===== src/verilog/sioi_pkg.sv =====
// Package of constants for the safety I/O state and indicator block
package sioi_pkg;
	localparam int CLK_HZ = 100000000;
	localparam int FLASH_2HZ_TOGGLE_HZ = 4;
	localparam int TICK_CYCLES = CLK_HZ / FLASH_2HZ_TOGGLE_HZ;
	localparam int FORCE_WINDOW_HOURS = 18;
	localparam longint FORCE_WINDOW_S = longint'(FORCE_WINDOW_HOURS) * 3600;
	localparam int FORCE_ERR_S = 3;
	localparam int FORCE_MAX_INPUTS = 10;
	localparam int TICKS_PER_S = FLASH_2HZ_TOGGLE_HZ;
	// Indicator colour codes, {red, green}
	localparam logic [1:0] LED_OFF = 2'h0;
	localparam logic [1:0] LED_GREEN = 2'h1;
	localparam logic [1:0] LED_RED = 2'h2;
	// APB register byte offsets
	localparam logic [7:0] OFS_CTRL = 8'h00;
	localparam logic [7:0] OFS_STATUS = 8'h04;
	localparam logic [7:0] OFS_FORCE_EN = 8'h08;
	localparam logic [7:0] OFS_FORCE_VAL = 8'h0C;
	localparam logic [7:0] OFS_FORCE_CMD = 8'h10;
	// CTRL bits (write-one pulses)
	localparam int CTRL_START = 0;
	localparam int CTRL_STOP = 1;
	localparam int CTRL_KEEPALIVE = 2;
	// FORCE_CMD bits (write-one pulses)
	localparam int FCMD_ENTER = 0;
	localparam int FCMD_EXIT = 1;
	localparam int FCMD_REJECT_OUT = 2;
	// STATUS bit positions
	localparam int ST_RUN = 0;
	localparam int ST_FIRST = 1;
	localparam int ST_FORCING = 2;
	localparam int ST_WIN_OPEN = 3;
	localparam int ST_REJECT = 4;
	localparam int ST_VERIFIED = 5;
	typedef enum logic [1:0] {SIOI_STOP, SIOI_FIRST, SIOI_RUN} sioi_state_t;
endpackage : sioi_pkg


===== src/verilog/sioi_top.sv =====
// Run/stop control, forcing mode and indicator drive for a safe I/O module
`timescale 1ns/10ps
module sioi_top
	import sioi_pkg::*;
#(
	parameter int N_IN = 8,
	parameter int N_OUT = 4,
	parameter int TICK_CNT = TICK_CYCLES,
	parameter longint FORCE_WINDOW_TICKS = FORCE_WINDOW_S * TICKS_PER_S,
	parameter int FORCE_ERR_TICKS = FORCE_ERR_S * TICKS_PER_S
) (
	// Clock and reset
	input wire logic core_clk,
	input wire logic rst_n,
	// APB slave
	input wire logic psel,
	input wire logic penable,
	input wire logic pwrite,
	input wire logic [7:0] paddr,
	input wire logic [31:0] pwdata,
	output logic [31:0] prdata,
	output logic pready,
	output logic pslverr,
	// Pins and monitors (asynchronous)
	input wire logic [N_IN-1:0] safe_input_pin,
	input wire logic supply_in_range,
	input wire logic supply_in_window,
	input wire logic config_verified,
	input wire logic config_invalid,
	input wire logic crit_err_own,
	input wire logic crit_err_other,
	input wire logic host_link_err,
	input wire logic [N_IN-1:0] input_err,
	input wire logic [N_IN-1:0] input_dual_err,
	input wire logic [N_IN/2-1:0] mat_pair,
	// Logic side
	input wire logic [N_OUT-1:0] logic_output_req,
	input wire logic [N_OUT-1:0] output_test_err,
	output logic [N_IN-1:0] logic_input_val,
	output logic first_cycle_bit,
	output logic fb_reset,
	output logic app_running,
	output logic [N_OUT-1:0] safe_output_drive,
	// Indicators
	output logic [1:0] module_state_indicator,
	output logic [N_IN-1:0] input_indicator,
	output logic [N_OUT-1:0] output_indicator,
	output logic config_verified_indicator
);
	localparam int NS = 10 + 2 * N_IN;
	localparam int TW = $clog2(TICK_CNT + 1);

	function automatic int popcount(input logic [N_IN-1:0] v);
		int c;
		c = 0;
		for (int i = 0; i < N_IN; i++) begin
			c += int'(v[i]);
		end
		return c;
	endfunction : popcount

	// Two-stage synchronisers for the pins, error flags and monitors; dual and mat flags bypass them
	logic [NS-1:0] sync1_ff, sync2_ff;
	always_ff @(posedge core_clk or negedge rst_n) begin
		if (!rst_n) begin
			sync1_ff <= '0;
			sync2_ff <= '0;
		end else begin
			sync1_ff <= {safe_input_pin, input_err, supply_in_range, supply_in_window, config_verified,
				config_invalid, crit_err_own, crit_err_other, host_link_err, |input_dual_err,
				|mat_pair, 1'b0};
			sync2_ff <= sync1_ff;
		end
	end
	logic [N_IN-1:0] pin_s, err_s;
	logic sup_ok, win_ok, verified_s, cfg_bad, crit_own, crit_oth, link_err;
	assign pin_s = sync2_ff[NS-1 -: N_IN];
	assign err_s = sync2_ff[NS-1-N_IN -: N_IN];
	assign sup_ok = sync2_ff[9];
	assign win_ok = sync2_ff[8];
	assign verified_s = sync2_ff[7];
	assign cfg_bad = sync2_ff[6];
	assign crit_own = sync2_ff[5];
	assign crit_oth = sync2_ff[4];
	assign link_err = sync2_ff[3];
	// Dual and mat flags are configuration-static, used directly
	logic [N_IN-1:0] dual_s;
	assign dual_s = input_dual_err;

	// Shared 4 Hz tick: one divider for every flash pattern
	logic [TW-1:0] tick_cnt_ff;
	logic tick;
	logic [1:0] phase_ff;
	assign tick = (tick_cnt_ff == TW'(TICK_CNT - 1));
	always_ff @(posedge core_clk or negedge rst_n) begin
		if (!rst_n) begin
			tick_cnt_ff <= '0;
			phase_ff <= '0;
		end else if (tick) begin
			tick_cnt_ff <= '0;
			phase_ff <= phase_ff + 2'h1;
		end else begin
			tick_cnt_ff <= tick_cnt_ff + TW'(1);
		end
	end
	logic flash1, flash2;
	assign flash1 = phase_ff[1];
	assign flash2 = phase_ff[0];

	// APB decode; zero wait states
	logic wr_en;
	assign wr_en = psel && penable && pwrite;
	assign pready = 1'b1;
	logic addr_ok;
	always_comb begin
		unique case (paddr)
			OFS_CTRL, OFS_STATUS, OFS_FORCE_EN, OFS_FORCE_VAL, OFS_FORCE_CMD: addr_ok = 1'b1;
			default: addr_ok = 1'b0;
		endcase
	end
	assign pslverr = psel && penable && !addr_ok;
	logic cmd_start, cmd_stop, keepalive, f_enter, f_exit, f_rej;
	assign cmd_start = wr_en && paddr == OFS_CTRL && pwdata[CTRL_START];
	assign cmd_stop = wr_en && paddr == OFS_CTRL && pwdata[CTRL_STOP];
	assign keepalive = wr_en && paddr == OFS_CTRL && pwdata[CTRL_KEEPALIVE];
	assign f_enter = wr_en && paddr == OFS_FORCE_CMD && pwdata[FCMD_ENTER];
	assign f_exit = wr_en && paddr == OFS_FORCE_CMD && pwdata[FCMD_EXIT];
	assign f_rej = wr_en && paddr == OFS_FORCE_CMD && pwdata[FCMD_REJECT_OUT];

	// Forcing window since power-on
	logic [47:0] up_ticks_ff;
	logic win_open;
	assign win_open = up_ticks_ff < 48'(FORCE_WINDOW_TICKS);
	always_ff @(posedge core_clk or negedge rst_n) begin
		if (!rst_n) begin
			up_ticks_ff <= '0;
		end else if (tick && win_open) begin
			up_ticks_ff <= up_ticks_ff + 48'h1;
		end
	end

	// Forcing mode
	logic forcing_ff, reject_ff, force_end;
	logic [N_IN-1:0] force_en_ff, force_val_ff;
	logic [7:0] err_ticks_ff;
	logic critical;
	assign critical = crit_own || crit_oth;
	assign force_end = forcing_ff && (f_exit || critical || verified_s ||
		(link_err && err_ticks_ff >= 8'(FORCE_ERR_TICKS - 1) && tick));
	always_ff @(posedge core_clk or negedge rst_n) begin
		if (!rst_n) begin
			forcing_ff <= 1'b0;
		end else if (force_end) begin
			forcing_ff <= 1'b0;
		end else if (f_enter && win_open && !verified_s && !critical) begin
			forcing_ff <= 1'b1;
		end
	end
	always_ff @(posedge core_clk or negedge rst_n) begin
		if (!rst_n) begin
			err_ticks_ff <= '0;
		end else if (!forcing_ff || !link_err) begin
			err_ticks_ff <= '0;
		end else if (tick) begin
			err_ticks_ff <= err_ticks_ff + 8'h1;
		end
	end
	logic force_en_too_many;
	assign force_en_too_many = popcount(pwdata[N_IN-1:0]) > FORCE_MAX_INPUTS;
	always_ff @(posedge core_clk or negedge rst_n) begin
		if (!rst_n) begin
			force_en_ff <= '0;
			force_val_ff <= '0;
		end else if (!forcing_ff) begin
			force_en_ff <= '0;
		end else if (wr_en && paddr == OFS_FORCE_EN && !force_en_too_many) begin
			force_en_ff <= pwdata[N_IN-1:0];
		end else if (wr_en && paddr == OFS_FORCE_VAL) begin
			force_val_ff <= pwdata[N_IN-1:0];
		end
	end
	// Sticky reject flag; refused enter and force-enable writes and the reject command set it, reading status clears
	logic rej_set, status_rd;
	assign status_rd = psel && penable && !pwrite && paddr == OFS_STATUS;
	assign rej_set = f_rej || (wr_en && paddr == OFS_FORCE_EN && (force_en_too_many || !forcing_ff)) ||
		(f_enter && !(win_open && !verified_s && !critical));
	always_ff @(posedge core_clk or negedge rst_n) begin
		if (!rst_n) begin
			reject_ff <= 1'b0;
		end else if (rej_set) begin
			reject_ff <= 1'b1;
		end else if (status_rd) begin
			reject_ff <= 1'b0;
		end
	end
	always_comb begin
		for (int i = 0; i < N_IN; i++) begin
			logic_input_val[i] = force_en_ff[i] ? force_val_ff[i] : pin_s[i];
		end
	end

	// Run/stop state machine
	sioi_state_t state_ff;
	// Boot window waits out the synchroniser so the verified flag is valid
	logic [1:0] boot_cnt_ff;
	logic boot_check;
	logic go_run, go_stop;
	assign boot_check = boot_cnt_ff == 2'h2;
	assign go_stop = critical || force_end || cmd_stop;
	assign go_run = !critical && !cfg_bad && (cmd_start || f_enter && forcing_ff == 1'b0 &&
		win_open && !verified_s || (boot_check && verified_s));
	always_ff @(posedge core_clk or negedge rst_n) begin
		if (!rst_n) begin
			boot_cnt_ff <= 2'h0;
		end else if (boot_cnt_ff != 2'h3) begin
			boot_cnt_ff <= boot_cnt_ff + 2'h1;
		end
	end
	always_ff @(posedge core_clk or negedge rst_n) begin
		if (!rst_n) begin
			state_ff <= SIOI_STOP;
		end else begin
			unique case (state_ff)
				SIOI_STOP: if (go_run && !go_stop) state_ff <= SIOI_FIRST;
				SIOI_FIRST: state_ff <= go_stop ? SIOI_STOP : SIOI_RUN;
				SIOI_RUN: if (go_stop) state_ff <= SIOI_STOP;
			endcase
		end
	end
	assign first_cycle_bit = state_ff == SIOI_FIRST;
	assign fb_reset = state_ff == SIOI_STOP && go_run && !go_stop;
	assign app_running = state_ff != SIOI_STOP;

	// Outputs off while stopped or in critical error
	logic [N_OUT-1:0] out_ff;
	always_ff @(posedge core_clk or negedge rst_n) begin
		if (!rst_n) begin
			out_ff <= '0;
		end else if (go_stop || state_ff == SIOI_STOP) begin
			out_ff <= '0;
		end else begin
			out_ff <= logic_output_req;
		end
	end
	assign safe_output_drive = out_ff;

	// Indicators
	logic repairable;
	assign repairable = |err_s || |output_test_err;
	logic [1:0] ms_nxt, ms_ff;
	always_comb begin
		if (!sup_ok) begin
			ms_nxt = LED_OFF;
		end else if (crit_own) begin
			ms_nxt = flash2 ? LED_RED : LED_OFF;
		end else if (crit_oth) begin
			ms_nxt = LED_RED;
		end else if (cfg_bad) begin
			ms_nxt = flash1 ? LED_RED : LED_OFF;
		end else if (repairable) begin
			ms_nxt = flash1 ? LED_RED : LED_GREEN;
		end else if (state_ff == SIOI_STOP || !win_ok) begin
			ms_nxt = flash1 ? LED_GREEN : LED_OFF;
		end else begin
			ms_nxt = LED_GREEN;
		end
	end
	logic [N_IN-1:0] in_led;
	always_comb begin
		for (int i = 0; i < N_IN; i++) begin
			if (err_s[i] && pin_s[i]) begin
				in_led[i] = !flash1;
			end else if (dual_s[i] && !pin_s[i]) begin
				in_led[i] = flash1;
			end else if (mat_pair[i/2] && pin_s[i & ~1] && pin_s[i | 1]) begin
				in_led[i] = 1'b0;
			end else begin
				in_led[i] = pin_s[i];
			end
		end
	end
	logic [N_OUT-1:0] out_led;
	always_comb begin
		for (int i = 0; i < N_OUT; i++) begin
			out_led[i] = output_test_err[i] ? flash1 : out_ff[i];
		end
	end
	always_ff @(posedge core_clk or negedge rst_n) begin
		if (!rst_n) begin
			ms_ff <= LED_OFF;
			input_indicator <= '0;
			output_indicator <= '0;
			config_verified_indicator <= 1'b0;
		end else begin
			ms_ff <= ms_nxt;
			input_indicator <= in_led;
			output_indicator <= out_led;
			config_verified_indicator <= verified_s || flash1;
		end
	end
	assign module_state_indicator = ms_ff;

	// Read data
	always_ff @(posedge core_clk or negedge rst_n) begin
		if (!rst_n) begin
			prdata <= '0;
		end else if (psel && !penable && !pwrite) begin
			unique case (paddr)
				OFS_STATUS: prdata <= 32'({reject_ff, win_open, forcing_ff, first_cycle_bit, app_running} |
					(32'(verified_s) << ST_VERIFIED));
				OFS_FORCE_EN: prdata <= 32'(force_en_ff);
				OFS_FORCE_VAL: prdata <= 32'(force_val_ff);
				default: prdata <= '0;
			endcase
		end
	end
endmodule : sioi_top


===== config.mk =====
export PLATFORM = sky130hd
export DESIGN_NAME = sioi_top
export DESIGN_NICKNAME = d
export VERILOG_FILES = /design/src/verilog/sioi_pkg.sv /design/src/verilog/sioi_top.sv
export SDC_FILE = /design/constraint.sdc
export NUM_CORES = 1
export LEC_CHECK = 0
export BUFFER_PORTS_ARGS = -buffer_cell sky130_fd_sc_hd__buf_2
export CORE_ASPECT_RATIO = 1.5
export CORE_MARGIN = 3
export CORE_UTILIZATION = 26
export DETAILED_ROUTE_END_ITERATION = 8
export GPL_TIMING_DRIVEN = 0
export PLACE_DENSITY = 0.4
export SETUP_SLACK_MARGIN = 0.4
export SYNTH_ARGS = -nofsm -noshare
export SYNTH_HDL_FRONTEND = slang
export SYNTH_SLANG_ARGS = --single-unit

===== constraint.sdc =====
create_clock -name core_clk -period 6.2 [get_ports core_clk]
set_clock_uncertainty 0.1 [all_clocks]
set_input_delay 0.93 -clock core_clk [delete_from_list [all_inputs] [get_ports core_clk]]
set_output_delay 0.93 -clock core_clk [all_outputs]
set_load 0.03 [all_outputs]

Yosys cells after proc, flatten, opt, wreduce, memory -nomap -nowiden
Cells that the tools add are included.

storage, ports and cells
  register bits after elaboration = 206
  latch bits = 0
  RAM bits = 0
  memory bits (read-only) = 0
  bits of input ports = 88
  output and inout port bits = 64
  memories kept = 0

cells by class
  add/subtract/negate cells = 12
  multiply operators = 0
  divide/modulo/power cells = 0
  magnitude comparators = 3
  eq/ne operators = 12
  shifts and indexed selects = 0
  multiplexer cells = 62
  bitwise operators = 3
  reductions and logical operators = 111

operators with widths
  kind                   number
  $logic_and 1x1->1      61
  $add 48x1->48 const B  1
  $lt 48x18->1 const B   1
  $mux 1                 43
  $mux 8                 4
  $add 25x1->25 const B  1
  $eq 25x25->1 const B   1
  $mux 25                1
  $pmux 8 s3             1
  $mux 2                 11
  $logic_not 1->1        21
  $eq 8x4->1 const B     2
  $logic_or 1x1->1       16
  $reduce_or 8->1        2
  $add 7x1->8            1
  $add 8x1->8 const B    1
  $eq 8x3->1 const B     1
  $eq 8x5->1 const B     1
  $ge 8x4->1 const B     1
  $gt 8x4->1 const B     1
  $logic_not 8->1        1
  $reduce_bool 2->1      4
  $reduce_or 4->1        2
  $add 6x1->7            1
  18 further kinds       23

Logic depth before layout (Yosys ltp)
  depth in word-level cells = 14
  mapped depth = 13
  gate-level depth less buffers = 13

Worst setup path before layout
OpenSTA, ideal clock, no wires.

  path type = input -> register
  start point = in pwdata[0]
  end point = reg force_en_ff[0]
  library setup time = 0.068 ns
  data arrival time = 3.996 ns
  slack = 2.035 ns
  stages = 13
  cell sequence = inv_1 -> fa_1 -> fa_1 -> fa_1 -> inv_1 -> ha_1 -> fa_1 -> nand2_1 -> a21oi_1 -> nand2_1 -> nand2_1 -> nor3_1 -> a22o_1

on the way
  word-level cells in the longest chain between the ends = 11

ends and longest elaborated chain
  item                         line             text
  from (decl)                  sioi_top.sv:20   input wire logic [31:0] pwdata,
  $add 1x1->2                  sioi_top.sv:57   c += int'(v[i]);
  $add 2x1->3                  sioi_top.sv:57
  $add 3x1->4                  sioi_top.sv:57
  $add 4x1->5                  sioi_top.sv:57
  $add 5x1->6                  sioi_top.sv:57
  $add 6x1->7                  sioi_top.sv:57
  $add 7x1->8                  sioi_top.sv:57
  $gt 8x4->1                   sioi_top.sv:169  assign force_en_too_many = popcount(pwdata[N_IN-1:0]) > FORCE_MAX_INPUTS;
  $logic_not 1->1              sioi_top.sv:176  end else if (wr_en && paddr == OFS_FORCE_EN && !force_en_too_many) begin
  $logic_and 1x1->1            sioi_top.sv:176
  $ne 2x1->1 (no source line)  n/a
  to (signal assigned)         sioi_top.sv:177  force_en_ff <= pwdata[N_IN-1:0];
  to (decl)                    sioi_top.sv:144  logic [N_IN-1:0] force_en_ff, force_val_ff;

Parallel ways exist; a longest one is shown, timed or not. The select of a mux whose other input is x is not followed.
A chain may end at the register's enable or synchronous reset.

Worst setup path after layout
  start point = in pwdata[0]
  end point = reg force_en_ff[4]

on the way
  word-level cells in the longest chain between the ends = 11

ends and longest elaborated chain
  item                         line
  $add 1x1->2                  sioi_top.sv:57
  $add 2x1->3                  sioi_top.sv:57
  $add 3x1->4                  sioi_top.sv:57
  $add 4x1->5                  sioi_top.sv:57
  $add 5x1->6                  sioi_top.sv:57
  $add 6x1->7                  sioi_top.sv:57
  $add 7x1->8                  sioi_top.sv:57
  $gt 8x4->1                   sioi_top.sv:169
  $logic_not 1->1              sioi_top.sv:176
  $logic_and 1x1->1            sioi_top.sv:176
  $ne 2x1->1 (no source line)  n/a

Every way passes these cells.

==> impl_results.md <==
- Status: completed
- Largest net degree at the start of global routing: 111
- Synthesized area: 7395 µm²
- Die Wd: 143.7 µm
- Setup_tns: 0 ns
- Remaining DRCs: 0
- DP HPWL: 13.07 mm
- CTS resizes: 0
- Tightest Pin Transition: 1.010 ns
- Worst path depth: 14
- Psw: 0.6671 mW
- Post-synthesis sequential area ratio: 0.6024
- Via count: 4936
- Max incr delay on CP: 0.79 ns
- Cell Rows: 75
- Clock transition at the registers of the reported paths: 0.07 ns
- CP max FO: 8
- Vias in the first global route: 5153
- Post-Synth XOR/XNOR Area: 0.05567
- Met1 Usage GRT: 0.1351
- Yosys warning count: 0
- Setup WS pre-CTS: 1.273 ns
- Compound-Gate Fraction of Synth Area: 0.06836
- Postcts setup bufs: 0
- Synth async-reset ratio: 1.000
- Grt peak-use layer: met2
- Post-CTS Hold Buffers: 0
- Pwr Total: 2.540 mW
- Met2 Use GR: 0.2144
- GRT overflow: 0
- Data arrival, critical path: 4.65 ns
- Global-route wire length before repair: 27.71 mm
- Die Area: 30540 µm²
- Area leader, netlist: dfrtp_1
- WS Path Type: in -> reg
- Vias/cell: 4.296
- Final Hold Viols: 0
- Simple-Gate Fraction of Synth Area: 0.1509
- Number of synthesized flops with an enable pin: 0
- Gpl congestion: 0.7479
- Post-route ant nets: 0
- Largest family of logic cells by synthesized area: simple AND/OR/NAND/NOR gates
- Worst R2R End: tick_cnt_ff[11]
- Seq pwr share: 0.476
- CTS H-tree lvls: 4
- GRT Overall Usage: 0.1197
- Synth Area in Adders: 0.02944
- Slowest stage cell, crit path: nor3_1
- Commonest cells after routing, fill and taps aside: 178 x dfrtp_1, 102 x buf_2, 75 x nand2_1
- Gate Count Post-Synth: 645
- Cells on worst reg2reg path: 5
- Pwr dens: 280.7 nW/µm²
- Post-synthesis mux area share: 0.03418
- Fill cell count: 2864
- Rel. slew slack: 0.3217
- Longest Clk Path Bufs: 2
- Diodes inserted: 0
- TritonRoute pass-1 iters: 6
- Initial Util: 0.2644
- Clock sinks: 178
- Mapped Avg Cell Area: 11.46 µm²
- Crit path buf inv count: 3
- Clk_lat worst skew: 0.44 ns
- F_max: 0.2286 GHz
- Clock Power Share: 0.420
- Total routed wirelength: 17.58 mm
- Met3 usage: 0.03285
- Slew Limit Fails: 0
- DR iter-0 viols: 159
- I/O Pins: 152
- Root buf cell: clkbuf_16
- Initial antenna violation count: 0
- Ratio of cells with drive above 1 in the final layout: 0.2366
- Crit path to: force_en_ff[4]
- Finish-stage setup viols: 0
- Crit-path leading delay family: adder cells
- Gate power share: 0.103
- Synth Register Bits: 178
- HP Class: reg -> reg
- Worst setup margin: 1.825 ns
- P_leak: 4.316 nW
- Core Area: 27960 µm²
- Most frequent CP cell: fa_1
- Post-synth top flop: dfrtp_1
- Worst reg2reg setup slack: 3.48 ns
- IO Port Bufs: 102
- # nets final: 893
- Min Hold Slack: 0.2438 ns
- Post-synthesis to final-layout area growth: 22.37%
- Max-Cap Viols: 0
- CTS tree: built
- Share of the synthesized area in the top cell type: 0.6024
- Internal power: 1.873 mW
- Worst r2r src: tick_cnt_ff[9]
- Cell chain of the critical path: buf_2 > inv_1 > fa_1 > fa_1 > fa_1 > inv_1 > ha_1 > fa_1 > nand2_1 > a21oi_1 > nand2_1 > nand2_1 > nor3_1 > a22o_1
- Final cycle utilization of the critical path: 0.7056
- Synth area leaders: dfrtp_1 60%, nand2_1 3.8%, xor2_1 3.0%
- Peak supply drop: 146.5 µV
- TritonCTS Buffers: 17
- Wire per inst: 15.30 µm
- Die Y: 212.5 µm
- Most common cell after layout, fill and taps aside: dfrtp_1
- Startpoint types: primary input
- Crit end category: flop
- Netlist cell types: 53
- Final min period: 4.375 ns
- RSZ-0062 raised after global routing: no
- Crit. Startpoint: pwdata[0]
- Sw frac: 0.2626
- Critical path data required time: 6.47 ns
==> layout make-up <==
cell class / instances / area [µm²] / area share
multi-input combinational: 401 / 2597 / 0.2871
tap: 346 / 432.9 / 0.04784
buffer: 68 / 350.3 / 0.03872
inverter: 21 / 78.83 / 0.008711
clock buffer: 21 / 470.5 / 0.05199
sequential: 178 / 4454 / 0.4923
timing repair buffer: 103 / 548.0 / 0.06056
clock inverter: 11 / 116.4 / 0.01286
==> how the worst min path moves through the flow <==
| stage | start | end | slack [ns] | cells past startpoint |
|---|---|---|---|---|
| 2_1_floorplan | sync1_ff[10] | sync2_ff[10] | 0.23 | 0 |
| 3_3_place_gp | sync1_ff[23] | sync2_ff[23] | 0.23 | 0 |
| 3_5_place_dp | sync1_ff[15] | sync2_ff[15] | 0.24 | 0 |
| 4_1_cts | sync1_ff[15] | sync2_ff[15] | 0.25 | 0 |
| 5_1_grt | sync1_ff[12] | sync2_ff[12] | 0.25 | 0 |
| 6_report | sync1_ff[14] | sync2_ff[14] | 0.24 | 0 |
==> routing by layer <==
metal | share of wire | vias up
met2 | 0.52 | 131
met1 | 0.41 | 2359
met3 | 0.048 | 16
met5 | 0 | -
li1 | - | 2430
met4 | 0.020 | 0
==> registers in the layout (all words and copies together), names as in the netlist <==
| register | count |
|---|---|
| phase_ff | 2 |
| boot_cnt_ff | 2 |
| tick_cnt_ff | 25 |
| config_verified_indicator | 1 |
| force_val_ff | 8 |
| reject_ff | 1 |
| forcing_ff | 1 |
| safe_output_drive | 4 |
| force_en_ff | 8 |
| err_ticks_ff | 8 |
| state_ff | 2 |
| prdata | 8 |
| input_indicator | 8 |
| output_indicator | 4 |
| module_state_indicator | 2 |
| sync2_ff | 23 |
| up_ticks_ff | 48 |
| sync1_ff | 23 |
==> power by group through the flow <==
stage / sequential (mW) / combinational, mW / clock [mW]
detailed placement: 1.23 / 0.268 / 0
global placement: 1.23 / 0.266 / 0
finish: 1.21 / 0.263 / 1.07
CTS: 1.21 / 0.268 / 1.11
global route: 1.21 / 0.293 / 1.16
floorplan: 1.24 / 0.144 / 0
==> cell families (layout without fill, tap and decap cells) <==
| logic type | after synthesis | count (layout) |
|---|---|---|
| muxes | 23 | 23 |
| buffers and inverters | 89 | 224 |
| and+or+nand+nor | 214 | 214 |
| AOI/OAI and AO/OA | 77 | 77 |
| xor gates and xnor gates | 47 | 47 |
| adders and majority gates | 15 | 15 |
| DFF | 178 | 178 |
| other | 2 | 25 |
==> worst reg2reg max path: stages (launching register included) <==
cell and delay (ns):
dfrtp_1 0.41, nor4b_1 0.51, nand3_1 0.30, nor4_4 0.72
clkbuf_1 0.46, nor2_1 0.11
==> stage by stage <==
step | instance area [µm²] | instances | util
floorplan | 7481 | 668 | -
global placement | 8424 | 1116 | 0.3013
detailed placement | 8462 | 1117 | 0.3026
CTS | 9049 | 1149 | 0.3236
global route | 9049 | 1149 | 0.3236
finish | 9049 | 1149 | 0.3236
==> cells in the mapped netlist, drive strengths merged (2+ instances only) <==
master  count
inv        21
nor2b       3
a22oi       5
xnor2      22
nand3      16
nand4b      2
and4        3
clkbuf     41
dfrtp     178
o211ai     10
conb        2
a22o        8
a21boi      2
and2        4
nor3        9
or2         2
a21oi      10
fa          4
nor2       39
mux2       18
ha         11
o31ai       7
nand4      17
nand2      75
mux2i       5
xor2       25
nor4       19
or3         5
and3       12
buf        27
o21ai      26
a31oi       4
No activity file was read; power rests on OpenSTA's default activity.
